**config.mk**
```make
export PLATFORM = sky130hd
export DESIGN_NAME = spbp_port
export DESIGN_NICKNAME = d
export VERILOG_FILES = /design/src/common/spbp_pkg.sv /design/src/common/spbp_sync_if.sv /design/src/verilog/spbp_port.sv /design/src/verilog/spbp_sync.sv
export VERILOG_INCLUDE_DIRS = /design/src /design/src/common
export SDC_FILE = /design/constraint.sdc
export NUM_CORES = 1
export LEC_CHECK = 0
export BUFFER_PORTS_ARGS = -buffer_cell sky130_fd_sc_hd__buf_2
export CORE_MARGIN = 5
export CORE_UTILIZATION = 50
export DETAILED_ROUTE_END_ITERATION = 10
export HOLD_SLACK_MARGIN = 0.08
export PLACE_DENSITY = 0.79
export SLEW_MARGIN = 20
export SYNTH_ARGS = -nofsm -noshare
export SYNTH_HDL_FRONTEND = slang
export SYNTH_SLANG_ARGS = --single-unit
```
**constraint.sdc**
```tcl
create_clock -name clk_i -period 2.4 [get_ports clk_i]
set_input_delay 0.24 -clock clk_i [delete_from_list [all_inputs] [get_ports clk_i]]
set_output_delay 0.24 -clock clk_i [all_outputs]
set_load 0.01 [all_outputs]
```
**src/common/spbp_defs.svh**
```systemverilog
// spbp_defs.svh: offsets, field positions, reset values of the six-pin port.
// assumes byte-wide registers, one per aligned wishbone word.
`ifndef SPBP_DEFS_SVH
`define SPBP_DEFS_SVH

`define SPBP_NPINS 6
`define SPBP_IN_ONLY_BIT 3
// printed offset 0x05 is not a multiple of four: index, byte address is 4x
`define SPBP_IDX_PORT_DATA 8'h05
`define SPBP_IDX_DIR 8'h06
`define SPBP_IDX_PULLUP 8'h07
`define SPBP_IDX_OPTION 8'h08
`define SPBP_IDX_CHANGE_EN 8'h09
`define SPBP_IDX_ANALOG 8'h0A
`define SPBP_IDX_PERIPH 8'h0B
`define SPBP_IDX_STATUS 8'h0C
`define SPBP_GLOBAL_PULLUP_BIT 7
`define SPBP_EXT_RESET_EN_BIT 0
`define SPBP_FLAG_BIT 0
`define SPBP_DIR_RST 6'h3F
`define SPBP_PULLUP_RST 6'h37
`define SPBP_OPTION_RST 8'h80
`define SPBP_IN_ONLY_MASK 6'h08

`endif

```
**src/common/spbp_pkg.sv**
```systemverilog
// spbp_pkg.sv: types of the six-pin port.
// assumes nothing beyond a systemverilog compiler.
package spbp_pkg;
    typedef enum logic [1:0] {
        SPBP_IDLE = 2'b01,
        SPBP_ACK = 2'b10
    } spbp_bus_state_t;
endpackage

```
**src/common/spbp_sync_if.sv**
```systemverilog
// spbp_sync_if.sv: carries synchronised pin levels between the port modules.
// assumes one clock for both ends.
`timescale 1ns/1ps
interface spbp_sync_if #(parameter int NPINS = 6);
    logic [NPINS-1:0] level;
    modport src (output level);
    modport dst (input level);
endinterface

```
**src/verilog/spbp_port.sv**
```systemverilog
// spbp_port.sv: six-pin bidirectional general-purpose port with wishbone slave.
// assumes a classic wishbone master on clk_i; pins resolved outside from oe.
`timescale 1ns/1ps
`include "spbp_defs.svh"

module spbp_port #(
    parameter int NPINS = `SPBP_NPINS
) (
    input wire logic clk_i,
    input wire logic rst_i,
    input wire logic ce_i,
    input wire logic cyc_i,
    input wire logic stb_i,
    input wire logic we_i,
    input wire logic [7:0] adr_i,
    input wire logic [3:0] sel_i,
    input wire logic [31:0] dat_i,
    output logic [31:0] dat_o,
    output logic ack_o,
    output logic err_o,
    input wire logic [NPINS-1:0] pin_i,
    output logic [NPINS-1:0] pin_o,
    output logic [NPINS-1:0] pin_oe_o,
    output logic [NPINS-1:0] pullup_o,
    input wire logic [NPINS-1:0] periph_out_i,
    input wire logic [NPINS-1:0] periph_oe_i,
    output logic [NPINS-1:0] periph_in_o,
    output logic port_change_flag_o
);
    spbp_sync_if #(.NPINS(NPINS)) sync_bus ();

    spbp_sync #(.NPINS(NPINS)) u_sync (
        .clk_i(clk_i),
        .rst_i(rst_i),
        .ce_i(ce_i),
        .pin_i(pin_i),
        .sync_o(sync_bus)
    );

    localparam logic [NPINS-1:0] IN_ONLY = NPINS'(`SPBP_IN_ONLY_MASK);

    spbp_pkg::spbp_bus_state_t state_ff, nxt_state;
    logic [NPINS-1:0] latch_ff, nxt_latch;
    logic [NPINS-1:0] dir_ff, nxt_dir;
    logic [NPINS-1:0] pullup_en_ff, nxt_pullup_en;
    logic [NPINS-1:0] change_en_ff, nxt_change_en;
    logic [NPINS-1:0] analog_ff, nxt_analog;
    logic [NPINS-1:0] periph_en_ff, nxt_periph_en;
    logic [NPINS-1:0] last_read_ff, nxt_last_read;
    logic [7:0] option_ff, nxt_option;
    logic ext_reset_en_ff, nxt_ext_reset_en;
    logic flag_ff, nxt_flag;
    logic [31:0] rdata_ff, nxt_rdata;
    logic err_ff, nxt_err;

    logic [NPINS-1:0] port_view;
    logic [NPINS-1:0] dir_view;
    logic [NPINS-1:0] mismatch;
    logic req;
    logic [7:0] idx;

    function automatic logic [NPINS-1:0] merge(input logic [NPINS-1:0] old_v, input logic [7:0] wd,
                                               input logic lane0);
        merge = lane0 ? wd[NPINS-1:0] : old_v;
    endfunction

    function automatic logic [31:0] widen(input logic [NPINS-1:0] v);
        widen = {{(32-NPINS){1'b0}}, v};
    endfunction

    assign req = cyc_i && stb_i && (state_ff == spbp_pkg::SPBP_IDLE);
    assign idx = {2'b00, adr_i[7:2]};

    // what a port read sees: synchronised level, analog and peripheral pins read 0
    always_comb begin
        port_view = sync_bus.level & ~analog_ff & ~periph_en_ff;
        if (ext_reset_en_ff) begin
            port_view[`SPBP_IN_ONLY_BIT] = 1'b0;
        end
        dir_view = dir_ff | IN_ONLY;
        mismatch = (sync_bus.level ^ last_read_ff) & change_en_ff;
    end

    // pin drivers; direction bits gate even analog pins
    always_comb begin
        for (int i = 0; i < NPINS; i++) begin
            if (periph_en_ff[i]) begin
                pin_o[i] = periph_out_i[i];
                pin_oe_o[i] = periph_oe_i[i] && !IN_ONLY[i];
            end else begin
                pin_o[i] = latch_ff[i];
                pin_oe_o[i] = !dir_view[i];
            end
            pullup_o[i] = pullup_en_ff[i] && !IN_ONLY[i] && !pin_oe_o[i]
                          && !option_ff[`SPBP_GLOBAL_PULLUP_BIT];
        end
        periph_in_o = sync_bus.level;
    end

    always_comb begin
        nxt_state = state_ff;
        nxt_latch = latch_ff;
        nxt_dir = dir_ff;
        nxt_pullup_en = pullup_en_ff;
        nxt_change_en = change_en_ff;
        nxt_analog = analog_ff;
        nxt_periph_en = periph_en_ff;
        nxt_last_read = last_read_ff;
        nxt_option = option_ff;
        nxt_ext_reset_en = ext_reset_en_ff;
        nxt_rdata = rdata_ff;
        nxt_err = err_ff;
        nxt_flag = flag_ff;
        case (state_ff)
            spbp_pkg::SPBP_IDLE: begin
                if (req) begin
                    nxt_state = spbp_pkg::SPBP_ACK;
                    nxt_err = 1'b0;
                    nxt_rdata = 32'h0000_0000;
                    case (idx)
                        `SPBP_IDX_PORT_DATA: begin
                            nxt_rdata = widen(port_view);
                            nxt_last_read = sync_bus.level;
                            if (we_i) begin
                                // pin levels form the base; driven pins see their own latch value, analog and peripheral pins 0
                                nxt_latch = merge(port_view, dat_i[7:0], sel_i[0]);
                            end
                        end
                        `SPBP_IDX_DIR: begin
                            nxt_rdata = widen(dir_view);
                            if (we_i) nxt_dir = merge(dir_ff, dat_i[7:0], sel_i[0]) | IN_ONLY;
                        end
                        `SPBP_IDX_PULLUP: begin
                            nxt_rdata = widen(pullup_en_ff & ~IN_ONLY);
                            if (we_i) nxt_pullup_en = merge(pullup_en_ff, dat_i[7:0], sel_i[0]) & ~IN_ONLY;
                        end
                        `SPBP_IDX_OPTION: begin
                            nxt_rdata = {24'h00_0000, option_ff};
                            if (we_i && sel_i[0]) nxt_option = dat_i[7:0];
                        end
                        `SPBP_IDX_CHANGE_EN: begin
                            nxt_rdata = widen(change_en_ff);
                            if (we_i) nxt_change_en = merge(change_en_ff, dat_i[7:0], sel_i[0]);
                        end
                        `SPBP_IDX_ANALOG: begin
                            nxt_rdata = widen(analog_ff);
                            if (we_i) nxt_analog = merge(analog_ff, dat_i[7:0], sel_i[0]);
                        end
                        `SPBP_IDX_PERIPH: begin
                            nxt_rdata = widen(periph_en_ff);
                            if (we_i) nxt_periph_en = merge(periph_en_ff, dat_i[7:0], sel_i[0]);
                        end
                        `SPBP_IDX_STATUS: begin
                            nxt_rdata = {30'h0000_0000, ext_reset_en_ff, flag_ff};
                            if (we_i && sel_i[0]) begin
                                nxt_ext_reset_en = dat_i[1];
                                if (!dat_i[`SPBP_FLAG_BIT]) nxt_flag = 1'b0;
                            end
                        end
                        default: nxt_err = 1'b1;
                    endcase
                end
            end
            spbp_pkg::SPBP_ACK: nxt_state = spbp_pkg::SPBP_IDLE;
            default: nxt_state = spbp_pkg::SPBP_IDLE;
        endcase
        // set wins over a same-cycle clear; a standing mismatch keeps setting
        if (|mismatch) nxt_flag = 1'b1;
    end

    always_ff @(posedge clk_i) begin
        if (rst_i) begin
            state_ff <= spbp_pkg::SPBP_IDLE;
            latch_ff <= '0;
            dir_ff <= NPINS'(`SPBP_DIR_RST);
            pullup_en_ff <= NPINS'(`SPBP_PULLUP_RST);
            change_en_ff <= '0;
            analog_ff <= '0;
            periph_en_ff <= '0;
            last_read_ff <= '0;
            option_ff <= `SPBP_OPTION_RST;
            ext_reset_en_ff <= 1'b0;
            rdata_ff <= 32'h0000_0000;
            err_ff <= 1'b0;
            flag_ff <= 1'b0;
        end else if (ce_i) begin
            state_ff <= nxt_state;
            latch_ff <= nxt_latch;
            dir_ff <= nxt_dir;
            pullup_en_ff <= nxt_pullup_en;
            change_en_ff <= nxt_change_en;
            analog_ff <= nxt_analog;
            periph_en_ff <= nxt_periph_en;
            last_read_ff <= nxt_last_read;
            option_ff <= nxt_option;
            ext_reset_en_ff <= nxt_ext_reset_en;
            rdata_ff <= nxt_rdata;
            err_ff <= nxt_err;
            flag_ff <= nxt_flag;
        end
    end

    assign ack_o = (state_ff == spbp_pkg::SPBP_ACK) && !err_ff;
    assign err_o = (state_ff == spbp_pkg::SPBP_ACK) && err_ff;
    assign dat_o = rdata_ff;
    assign port_change_flag_o = flag_ff;
endmodule

```
**src/verilog/spbp_sync.sv**
```systemverilog
// spbp_sync.sv: two-stage synchroniser for the pin levels.
// assumes clk_i is the core clock, rst_i synchronous active high.
`timescale 1ns/1ps
module spbp_sync #(
    parameter int NPINS = 6
) (
    input wire logic clk_i,
    input wire logic rst_i,
    input wire logic ce_i,
    input wire logic [NPINS-1:0] pin_i,
    spbp_sync_if.src sync_o
);
    logic [NPINS-1:0] meta_ff;
    logic [NPINS-1:0] sync_ff;
    logic [NPINS-1:0] nxt_meta;
    logic [NPINS-1:0] nxt_sync;

    always_comb begin
        nxt_meta = meta_ff;
        nxt_sync = sync_ff;
        if (ce_i) begin
            nxt_meta = pin_i;
            nxt_sync = meta_ff;
        end
    end

    always_ff @(posedge clk_i) begin
        if (rst_i) begin
            meta_ff <= '0;
            sync_ff <= '0;
        end else begin
            meta_ff <= nxt_meta;
            sync_ff <= nxt_sync;
        end
    end

    assign sync_o.level = sync_ff;
endmodule
```
# ---- Word-level counts from Yosys, hierarchy flattened
# Cells that the tools add are included.
dict set report word_totals {
  register_bits 97
  out_inout_bits 59
  inputBits 68
  elab_cells 101
}
dict set report op_classes {
  eq_ne 12
  reduce_logical 45
  n_bitwise 6
  n_mux 23
}
# cell count
set op_table {}
lappend op_table {{$pmux 8 s8} 1}
lappend op_table {{$reduce_and 6->1} 6}
lappend op_table {{$eq 6x4->1 const B} 5}
lappend op_table {{$mux 1} 19}
lappend op_table {{$and 6x6->6} 3}
lappend op_table {{$eq 6x3->1 const B} 3}
lappend op_table {{$logic_and 1x1->1} 15}
lappend op_table {{$reduce_and 5->1} 3}
lappend op_table {{$logic_not 1->1} 12}
lappend op_table {{$not 6->6} 2}
lappend op_table {{$reduce_bool 2->1} 4}
lappend op_table {{$reduce_or 8->1} 1}
lappend op_table {{$mux 6} 1}
lappend op_table {{$reduce_or 6->1} 1}
lappend op_table {{$xor 6x6->6} 1}
lappend op_table {{$mux 2} 2}
lappend op_table {{$reduce_and 4->1} 1}
lappend op_table {{$reduce_and 3->1} 1}
lappend op_table {{$eq 2x1->1 const B} 1}
lappend op_table {{$eq 2x2->1 const B} 1}
lappend op_table {{$ne 2x1->1 const B} 1}
lappend op_table {{$ne 2x2->1 const B} 1}
lappend op_table {{$reduce_and 2->1} 1}

# ---- Longest topological paths before layout
# Gate-level depths: netlist of run 1.
dict set report logic_depth {
  depth_word 6
  depth_mapped 8
  depth_no_buf 5
}

# ---- Modules after synthesis
# From an unflattened synthesis of run 1, not the netlist that was laid out.
dict set report hier_totals {
  cells_unflattened 394
  hier_area_um2 3803.6
}
# mod instances cells_per_inst area_per_inst_um2
set modules_own_cells {}
lappend modules_own_cells {spbp_port 1 356 3383.2}
lappend modules_own_cells {spbp_sync 1 38 420.4}

# ---- Least setup slack after synthesis of run 1
# OpenSTA, ideal clock, no wires.
dict set report synth_timing {
  path_type {input -> register}
  start {input adr_i[4]}
  end {register option_ff[7]}
  setup_ps 119
  setup_slack_ps 476
  t_required_ps 2281
  path_stages 7
  t_arrival_ps 1805
  path_cell_list {buf_2 or4b_2 nor3_2 and2_1 buf_4 mux2i_1 nand2_1}
}
dict set report synth_between {
  elab_chain_len 2
}
# element line
set synth_rtl {}
lappend synth_rtl {{from (decl)} spbp_port.sv:15} ;# input wire logic [7:0] adr_i,
lappend synth_rtl {{$eq 6x4->1} spbp_port.sv:120} ;# case (idx)
lappend synth_rtl {{$reduce_and 5->1 (no source line)} -}
lappend synth_rtl {{to (signal assigned)} spbp_port.sv:181} ;# option_ff <= `SPBP_OPTION_RST;
lappend synth_rtl {{to (signal assigned)} spbp_port.sv:195} ;# option_ff <= nxt_option;
lappend synth_rtl {{to (decl)} spbp_port.sv:50} ;# logic [7:0] option_ff, nxt_option;
# Every way passes these cells.
# A chain may end at the register's enable or synchronous reset.

# ---- Final worst setup path of run 1
dict set report layout_timing {
  start {input adr_i[7]}
  end {register rdata_ff[3] (netlist: dat_o[3])}
}
dict set report layout_between {
  elab_chain_len 2
  elab_cells_between_ends 9
}
# element line
set layout_rtl {}
lappend layout_rtl {{$eq 6x4->1 or $eq 6x3->1 (tied branches)} spbp_port.sv:120}
lappend layout_rtl {{$pmux 8 s8 (*)} spbp_port.sv:120}
lappend layout_rtl {{to (signal assigned)} spbp_port.sv:197} ;# rdata_ff <= nxt_rdata;
lappend layout_rtl {{to (decl)} spbp_port.sv:53} ;# logic [31:0] rdata_ff, nxt_rdata;
# Mark *: on every way between the ends. The rest lies on a longest branch, timed or not.

==> run_results.csv, run 1 <==
group,metric,value,unit
clock_tree,clk_path_buf_depth,2,
critical_path,cpMaxStageDelayCell,"or4b_4",
worst_hold_path,worstHoldStart,"pin_i[4]",
timing,slew_viol_final,0,
clock_tree,clockRootBuffer,"clkbuf_8",
power_and_ir_drop,peakVddDrop,0.303,mV
critical_path,reg2reg_depth,5,
clock_tree,clk_latency,0.35,ns
route,wire_per_inst,16.4,µm
floorplan,pin_count,127,
route,final_antenna_net_count,0,
logic_synthesis,synth.most_common_cell,"dfxtp_1",
timing,fin_setup_tns,0,ns
timing,hold_viol,0,
logic_synthesis,syn_inst,408,
power_and_ir_drop,switchingPower,0.627,mW
floorplan,row_count,31,
timing,slew-limit-headroom,0.555,
timing,finalSetupViolCount,0,
power_and_ir_drop,pwr-share-seq,0.492,
route,vias,3204,
global_routing,grt_antenna_before_repair,0,
worst_hold_path,worstHoldPathType,"input port to flip-flop",
placed_design,place_inst,563,
worst_hold_path,hold_end,"u_sync.meta_ff[4]",
finish,drive_gt1_frac,0.248,
critical_path,reg2reg_to,"option_ff[7]",
power_and_ir_drop,power_density,595,nW/µm²
placed_design,globalplace.congestion,0.977,
critical_path,critPathRequiredTime,2.65,ns
timing,worstMarginPinSlew,0.665,ns
logic_synthesis,synth_edf_count,0,
critical_path,crit_family,"simple AND/OR/NAND/NOR gates",
floorplan,start_util,0.508,
floorplan,dieArea,9100,µm²
worst_hold_path,whs_path_depth,3,
timing,clock_skew,0.0122,ns
route,drcViolationCount,0,
finish,fin_cells,579,
logic_synthesis,ys_seq_area_frac,0.401,
critical_path,worst_setup_path_start_kind,"input port",
power_and_ir_drop,comb_power_share,0.078,
critical_path,crit_path_max_incr_delay,0.57,ns
critical_path,r2r-start,"state_ff[0]",
placed_design,port_buffers,70,
global_routing,grt_pass1_vias,2907,
placed_design,dp_hpwl,7100,µm
global_routing,grt_max_degree,45,
logic_synthesis,postSynth.asyncResetShare,0,
logic_synthesis,synthTopCellsByCount,"dfxtp_1, nor2_1, mux2i_1, nand2_1, buf_4",
logic_synthesis,synth_ff_type,"dfxtp_1",
clock_tree,clock-sinks,73,
global_routing,overflow,0,
critical_path,critPathKind,"input port to flip-flop",
finish,antenna_cells,0,
logic_synthesis,synth_area_leaders,"dfxtp_1, mux2i_1, nor2_1, buf_4, nand2_1",
logic_synthesis,ys_ff_latch,73,
critical_path,r2r_setup_slack,0.66,ns
power_and_ir_drop,cell_internal_pwr,1.88,mW
finish,areaGrowthSynthToFinish,15.9,%
clock_tree,htreeDepth,3,
clock_tree,cts_resized,0,
route,dr.pass1.iters,5,
logic_synthesis,yosysUniqueCellTypes,49,
timing,fmaxAchievable,0.553,GHz
timing,rsz0062_at_grt,"no",
clock_tree,post_cts_buffers,0,
flow_run,max_cap_viol_count,0,
power_and_ir_drop,power_frac_clock,0.430,
timing,fin_crit_sh,0.753,
critical_path,crit_path_end_kind,"flip-flop",
critical_path,cp_cell_sequence,"buf_2 > or4b_4 > or2_1 > nor4_1 > a2111oi_0 > a221oi_1",
route,vias_per_cell,5.53,
clock_tree,cts_buffers,9,
logic_synthesis,yosys.area.top_type_share,0.401,
outcome,outcome,"completed",
critical_path,cp_data_arrival_time,2.05,ns
logic_synthesis,yosysWarnings,0,
global_routing,grt_pass1_wl,15000,µm
power_and_ir_drop,sw_frac_of_total,0.250,
timing,fin_crit,1.81,ns
clock_tree,cts_tree,"built",
critical_path,crit_fanout,6,
logic_synthesis,yosysTopAreaCell,"dfxtp_1",
clock_tree,hold_buffers,0,
floorplan,die_y,95.4,µm
route,drt-total-wl,9470,µm
critical_path,cp_num_buf_inv,1,
logic_synthesis,syn_area_per_cell,8.93,µm²
finish,nets,543,
clock_tree,cts.reportedPaths.clkPinSlew,0.09,ns
logic_synthesis,syn-cell-area,3640,µm²
floorplan,core,7180,µm²
power_and_ir_drop,p_leak,1.76,nW
route,drt-initial-drc-count,220,
floorplan,die_w,95.4,µm
global_routing,track_usage,0.214,
==> per-layer routing <==
layer  share of wire  track usage  vias to the layer above
met5               0            0                        -
met4           0.022       0.0865                        0
met3           0.074       0.0403                       18
met2            0.48        0.345                      149
met1            0.42        0.281                     1494
li1                -            -                     1543
==> worst max path at each step <==
stage	from	end	slack (ns)	cells after the start
2_1_floorplan	adr_i[4]	option_ff[7]	0.48	7
3_3_place_gp	adr_i[7]	option_ff[6]	0.27	6
3_5_place_dp	adr_i[7]	option_ff[7]	0.25	6
4_1_cts	adr_i[7]	option_ff[7]	0.61	6
5_1_grt	adr_i[7]	option_ff[5]	0.48	6
6_report	adr_i[7]	dat_o[3]	0.59	6
==> stage by stage <==
| stage | cell area (µm²) | total power [mW] | setup WS, ns | util | hold slack [ns] |
|---|---|---|---|---|---|
| after floorplan | 3740 | 1.41 | 0.476 | - | 0.368 |
| after global placement | 4000 | 1.45 | 0.269 | 0.557 | 0.438 |
| after detailed placement | 4000 | 1.46 | 0.254 | 0.557 | 0.442 |
| after CTS | 4220 | 2.52 | 0.612 | 0.588 | 0.119 |
| after global routing | 4220 | 2.61 | 0.479 | 0.588 | 0.128 |
| final | 4220 | 2.51 | 0.593 | 0.588 | 0.118 |
==> sequential cells by signal (all words and copies together), names as in the netlist, 2 cells and up <==
signal	cells
dat_o	8
option_ff	8
analog_ff	6
change_en_ff	6
last_read_ff	6
latch_ff	6
periph_en_ff	6
u_sync.meta_ff	6
u_sync.sync_o.level	6
dir_ff	5
pullup_en_ff	5
state_ff	2
==> power by group through the flow <==
stage / combinational [mW] / sequential [mW] / clock, mW
finish: 0.196 / 1.23 / 1.08
global route: 0.214 / 1.24 / 1.16
CTS: 0.194 / 1.23 / 1.09
detailed placement: 0.192 / 1.26 / 0
global placement: 0.190 / 1.26 / 0
floorplan: 0.151 / 1.26 / 0
==> cell families (layout without fill, tap and decap cells) <==
logic type | Yosys count | after routing | share of synthesized area
compound gates | 69 | 69 | 0.132
xor+xnor | 7 | 7 | 0.0168
simple gates | 152 | 152 | 0.210
mux | 55 | 55 | 0.153
buf+inv | 51 | 98 | 0.0862
flops | 73 | 73 | 0.401
other cells | 1 | 26 | 0.00103
==> placed cells by master, fill, tap and decap left out, drive strengths merged, types with 3 or more instances in the layout <==
cell    instances
nand3          15
nor2           63
a221oi         10
clkbuf          9
nor4            4
nor3b           7
conb           26
buf            81
o22ai           3
xor2            6
a22oi          10
nor2b           3
a211oi          7
nor3            8
o21ai           8
and2            3
dfxtp          73
mux2i          48
nand2          33
nand2b          3
nor4b           4
mux2            7
a21oi          22
==> worst register-to-register path: stages (launching register included) <==
cell and delay, ns:
dfxtp_1 0.39, and3b_1 0.26, and2_1 0.21, and2_1 0.45, mux2i_1 0.24, nand2_1 0.07
==> layout make-up <==
cell class / count / area, µm²
repair buffers: 81 / 445
fillers: 658 / 2950
clock buffers: 9 / 124
clock inverters: 7 / 101
inverters: 1 / 3.75
well taps: 99 / 124
multi-input cells: 309 / 1960
flip-flops and latches: 73 / 1460
Power figures use the tool's default switching activity.
==> inputs of run 2 (changes only) <==
- CORE_UTILIZATION: 50 -> 45
- PLACE_DENSITY: 0.79 -> 0.75
- clock period: 2.4 -> 1.6 ns (I/O delays scaled with it)
==> run 2 against run 1 <==
  * Total power increased by 43%
  * Utilization shrank 0.61 points
  * Non-clock buffer count up 34
  * Clock power increased by 28%
  * Combinational power grew 83%
  * Clock skew decreased by 0.0049 ns
  * Register-to-register slack got worse by 0.61 ns
  * Hold slack gained 0.029 ns
  * Die area is 9.9% higher
  * Critical path depth unchanged
==> run_results.csv, run 2 (same netlist as run 1, synthesis figures left out) <==
group,metric,value,unit
power_and_ir_drop,p_leak,1.94,nW
power_and_ir_drop,pwr-share-seq,0.515,
critical_path,worst_setup_path_start_kind,"input port",
global_routing,overflow,0,
clock_tree,cts_buffers,9,
finish,drive_gt1_frac,0.307,
critical_path,r2r_setup_slack,0.05,ns
global_routing,met2_usage,0.361,
power_and_ir_drop,sw_frac_of_total,0.276,
global_routing,grt_pass1_vias,3165,
power_and_ir_drop,power_density,790,nW/µm²
floorplan,pin_count,127,
timing,slew_viol_final,0,
timing,clock_skew,0.00727,ns
critical_path,crit_path_end_kind,"flip-flop",
global_routing,grt_max_degree,49,
floorplan,start_util,0.467,
route,drt-total-wl,10800,µm
power_and_ir_drop,power_frac_clock,0.385,
placed_design,dp_hpwl,7940,µm
finish,final_cell_mix,"dfxtp_1, buf_2, nor2_1",
timing,fin_setup_tns,0,ns
critical_path,critPathRequiredTime,1.86,ns
flow_run,max_cap_viol_count,0,
power_and_ir_drop,cell_internal_pwr,2.60,mW
power_and_ir_drop,switchingPower,0.992,mW
timing,worstMarginPinSlew,0.468,ns
clock_tree,clk_path_buf_depth,2,
route,dr.pass1.iters,5,
timing,slew-limit-headroom,0.680,
route,drt-initial-drc-count,297,
floorplan,dieArea,10000,µm²
finish,nets,577,
route,vias_per_cell,5.53,
global_routing,grt_use_met3,0.0250,
route,wire_per_inst,17.5,µm
route,vias,3404,
timing,fmaxAchievable,0.640,GHz
critical_path,crit_fanout,11,
power_and_ir_drop,peakVddDrop,0.325,mV
clock_tree,cts.reportedPaths.clkPinSlew,0.08,ns
finish,final_common_cell,"dfxtp_1",
clock_tree,htreeDepth,3,
floorplan,die_w,100,µm
placed_design,globalplace.congestion,0.944,
clock_tree,clock-sinks,73,
placed_design,port_buffers,70,
global_routing,met1_usage,0.276,
finish,areaGrowthSynthToFinish,24.8,%
timing,fin_crit_sh,0.976,
clock_tree,clk_latency,0.35,ns
global_routing,track_usage,0.212,
route,drcViolationCount,0,
timing,rsz0062_at_grt,"yes",
clock_tree,cts_tree,"built",
global_routing,grt_antenna_before_repair,0,
worst_hold_path,worstHoldPathType,"input port to flip-flop",
global_routing,grt_pass1_wl,16700,µm
floorplan,row_count,32,
critical_path,cp_data_arrival_time,1.82,ns
critical_path,critPathKind,"input port to flip-flop",
clock_tree,clockRootBuffer,"clkbuf_8",
floorplan,die_y,100,µm
timing,hold_viol,0,
timing,fin_crit,1.56,ns
global_routing,top_usage_layer,"met2",
floorplan,core,7810,µm²
finish,antenna_cells,0,
timing,finalSetupViolCount,0,
power_and_ir_drop,comb_power_share,0.100,
power_and_ir_drop,p_total,3.59,mW
route,final_antenna_net_count,0,
outcome,outcome,"completed",
[run 2: what timing repair did]
action	in CTS	in global routing
setup endpoints to repair	5	8
gates cloned	0	0
gates resized for setup	2	10
hold buffers	8	0
endpoints found under the hold margin	8	0
pin swaps	3	2
buffers inserted	1	0
[run 2: per-stage QoR]
step	util	setup WS [ns]	cells	hold slack, ns	area, µm²
5_1_grt	0.582	-0.0278	616	0.165	4550
6_report	0.582	0.0381	616	0.147	4550
3_3_place_gp	0.542	-0.223	591	0.376	4240
2_1_floorplan	-	-0.186	433	0.288	3800
3_5_place_dp	0.542	-0.249	591	0.391	4240
4_1_cts	0.578	0.0337	616	0.138	4510
[run 2: power by group through the flow]
stage | clock [mW] | combinational (mW) | sequential, mW
after floorplan | 0 | 0.234 | 1.89
after global placement | 0 | 0.330 | 1.89
after detailed placement | 0 | 0.334 | 1.89
after CTS | 1.40 | 0.351 | 1.85
after global routing | 1.47 | 0.389 | 1.85
final | 1.38 | 0.359 | 1.85
[run 2: layer usage]
metal	routed length (µm)	vias up	share of wire
met5	0	-	0
met4	286	0	0.027
met3	738	23	0.069
met2	5280	153	0.49
met1	4460	1629	0.41
li1	-	1599	-
[run 2: worst max-delay path, cell delays in order]
cell and delay [ns]:
buf_2 0.12, or4b_4 0.57, nor4_4 0.39, and2_4 0.31, nor2_1 0.06, a211oi_1 0.21
[run 2: final cells by class]
| cell class | instances | area, µm² |
|---|---|---|
| repair buffers | 115 | 737 |
| well taps | 102 | 128 |
| flip-flops and latches | 73 | 1460 |
| clock buffers | 10 | 138 |
| inverters | 1 | 3.75 |
| multi-input cells | 309 | 2030 |
| clock inverters | 6 | 48.8 |
| fillers | 714 | 3260 |
[run 2: path summary, 6_finish.rpt]
check,startpoint,endpoint,cells after the start
setup / recovery,adr_i[7],latch_ff[4],6
hold / removal,dat_i[3],change_en_ff[3],3
setup reg to reg,state_ff[1],periph_en_ff[5],6
hold reg to reg,dat_o[7],dat_o[7],2
==> inputs of run 3 (changes only) <==
- REMOVE_ABC_BUFFERS: default -> 1
==> run 3 against run 2 <==
  * Clock skew grew 0.0053 ns
  * Total power grew 6.1%
  * Largest power group unchanged
  * First-iteration DRC count shrank 12%
  * Clock power grew 17%
==> run_results.csv, run 3 (same netlist as run 1, synthesis figures left out) <==
group,metric,value,unit
global_routing,grt_pass1_wl,16100,µm
clock_tree,htreeDepth,3,
route,drt-initial-drc-count,260,
critical_path,reg2reg_to,"periph_en_ff[5]",
placed_design,port_buffers,70,
global_routing,grt_pass1_vias,3098,
critical_path,reg2reg_depth,6,
floorplan,die_w,100,µm
floorplan,dieArea,10000,µm²
worst_hold_path,worstHoldStart,"dat_i[3]",
clock_tree,clock-sinks,73,
clock_tree,cts_buffers,9,
route,drcViolationCount,0,
placed_design,dp_slack,-0.288,ns
finish,nets,574,
placed_design,dp_hpwl,7360,µm
timing,fmaxAchievable,0.645,GHz
route,vias,3305,
critical_path,cp_num_buf_inv,2,
finish,multi_input_area,2000,µm²
placed_design,globalplace.congestion,0.948,
finish,fillers,699,
critical_path,crit_family,"simple AND/OR/NAND/NOR gates",
finish,final_common_cell,"dfxtp_1",
critical_path,cp_cell_sequence,"buf_2 > or4b_4 > nor4_4 > and2_2 > buf_4 > a211oi_2",
timing,hold_viol,0,
finish,seq_area,1460,µm²
global_routing,grt_max_degree,71,
critical_path,r2r_setup_slack,0.12,ns
critical_path,worst_setup_path_start_kind,"input port",
floorplan,row_count,32,
power_and_ir_drop,power_density,844,nW/µm²
global_routing,grt_antenna_before_repair,0,
global_routing,track_usage,0.206,
worst_hold_path,whs_path_depth,3,
finish,fin_cells,613,
clock_tree,cts_tree,"built",
finish,areaGrowthSynthToFinish,23.9,%
clock_tree,clk_path_buf_depth,2,
power_and_ir_drop,peakVddDrop,0.438,mV
finish,drive_gt1_frac,0.290,
critical_path,crit_fanout,6,
timing,fin_crit_sh,0.969,
critical_path,critPathKind,"input port to flip-flop",
placed_design,place_inst,585,
clock_tree,cts.reportedPaths.clkPinSlew,0.08,ns
flow_run,max_cap_viol_count,0,
finish,final_cell_mix,"dfxtp_1, buf_2, nor2_1",
timing,fin_crit,1.55,ns
clock_tree,clk_latency,0.35,ns
critical_path,cpMaxStageDelayCell,"or4b_4",
outcome,outcome,"completed",
route,wire_per_inst,16.8,µm
floorplan,start_util,0.467,
route,vias_per_cell,5.39,
timing,rsz0062_at_grt,"no",
route,drt-total-wl,10300,µm
timing,finalWorstSetupSlack,0.0504,ns
timing,slew_viol_final,0,
critical_path,crit_path_end_kind,"flip-flop",
critical_path,r2r-start,"state_ff[1]",
critical_path,crit_path_max_incr_delay,0.58,ns
worst_hold_path,hold_end,"change_en_ff[3]",
critical_path,cp_data_arrival_time,1.79,ns
timing,whs,0.114,ns
timing,finalSetupViolCount,0,
power_and_ir_drop,p_total,3.81,mW
route,dr.pass1.iters,5,
floorplan,pin_count,127,
route,final_antenna_net_count,0,
power_and_ir_drop,p_leak,1.92,nW
clock_tree,clockRootBuffer,"clkbuf_8",
critical_path,critPathRequiredTime,1.84,ns
global_routing,overflow,0,
finish,antenna_cells,0,
worst_hold_path,worstHoldPathType,"input port to flip-flop",
timing,clock_skew,0.0125,ns
floorplan,core,7810,µm²
floorplan,die_y,100,µm
## run 3: worst register-to-register path, cell delays in order, from the launching register on
cell	delay, ns
dfxtp_1	0.32
and3b_1	0.25
nand2_1	0.13
nor3b_2	0.18
buf_4	0.22
mux2i_1	0.21
nor2_1	0.05
## run 3: cell type report
cell class                 instances  area share
sequential                        73       0.324
clock inverter                     5      0.0175
clock buffer                      11      0.0313
timing repair buffer             111       0.156
multi-input combinational        310       0.442
inverter                           1    0.000831
tap                              102      0.0283
## run 3: per-layer routing
metal	GRT usage	vias to the layer above	part of all wire
li1	-	1592	-
met1	0.290	1534	0.44
met2	0.311	163	0.44
met3	0.0473	16	0.092
met4	0.0705	0	0.020
met5	0	-	0
## run 3: report_power, final
group          leakage, nW  switching [mW]  total [mW]  internal, mW
Clock                0.113           0.700        1.62         0.919
Combinational         1.22           0.203       0.342         0.138
Sequential           0.591          0.0174        1.85          1.83
Total                 1.92           0.921        3.81          2.89
## run 3: timing repair
item / CTS / global route
setup buffers: 2 / 1
pin swaps: 2 / 1
resized for setup: 0 / 8
endpoints found under the setup margin: 2 / 11
endpoints found under the hold margin: 8 / 0
hold buffers: 8 / 0
gates cloned: 1 / 0
## run 3: how the worst max path moves through the flow
stage	start	end	slack [ns]	cells after the start
floorplan	adr_i[7]	option_ff[7]	-0.27	5
global placement	adr_i[7]	dat_o[3]	-0.24	6
detailed placement	adr_i[7]	dat_o[3]	-0.29	6
CTS	adr_i[7]	latch_ff[0]	0.04	6
global route	adr_i[7]	latch_ff[2]	0.008	6
finish	adr_i[7]	latch_ff[3]	0.05	6
## run 3: per-stage QoR
stage	TNS [ns]	cell area [µm²]	util
6_report	0	4520	0.578
5_1_grt	0	4520	0.578
4_1_cts	0	4480	0.574
3_5_place_dp	-5.65	4160	0.532
3_3_place_gp	-4.36	4160	0.532
2_1_floorplan	-4.06	3430	-
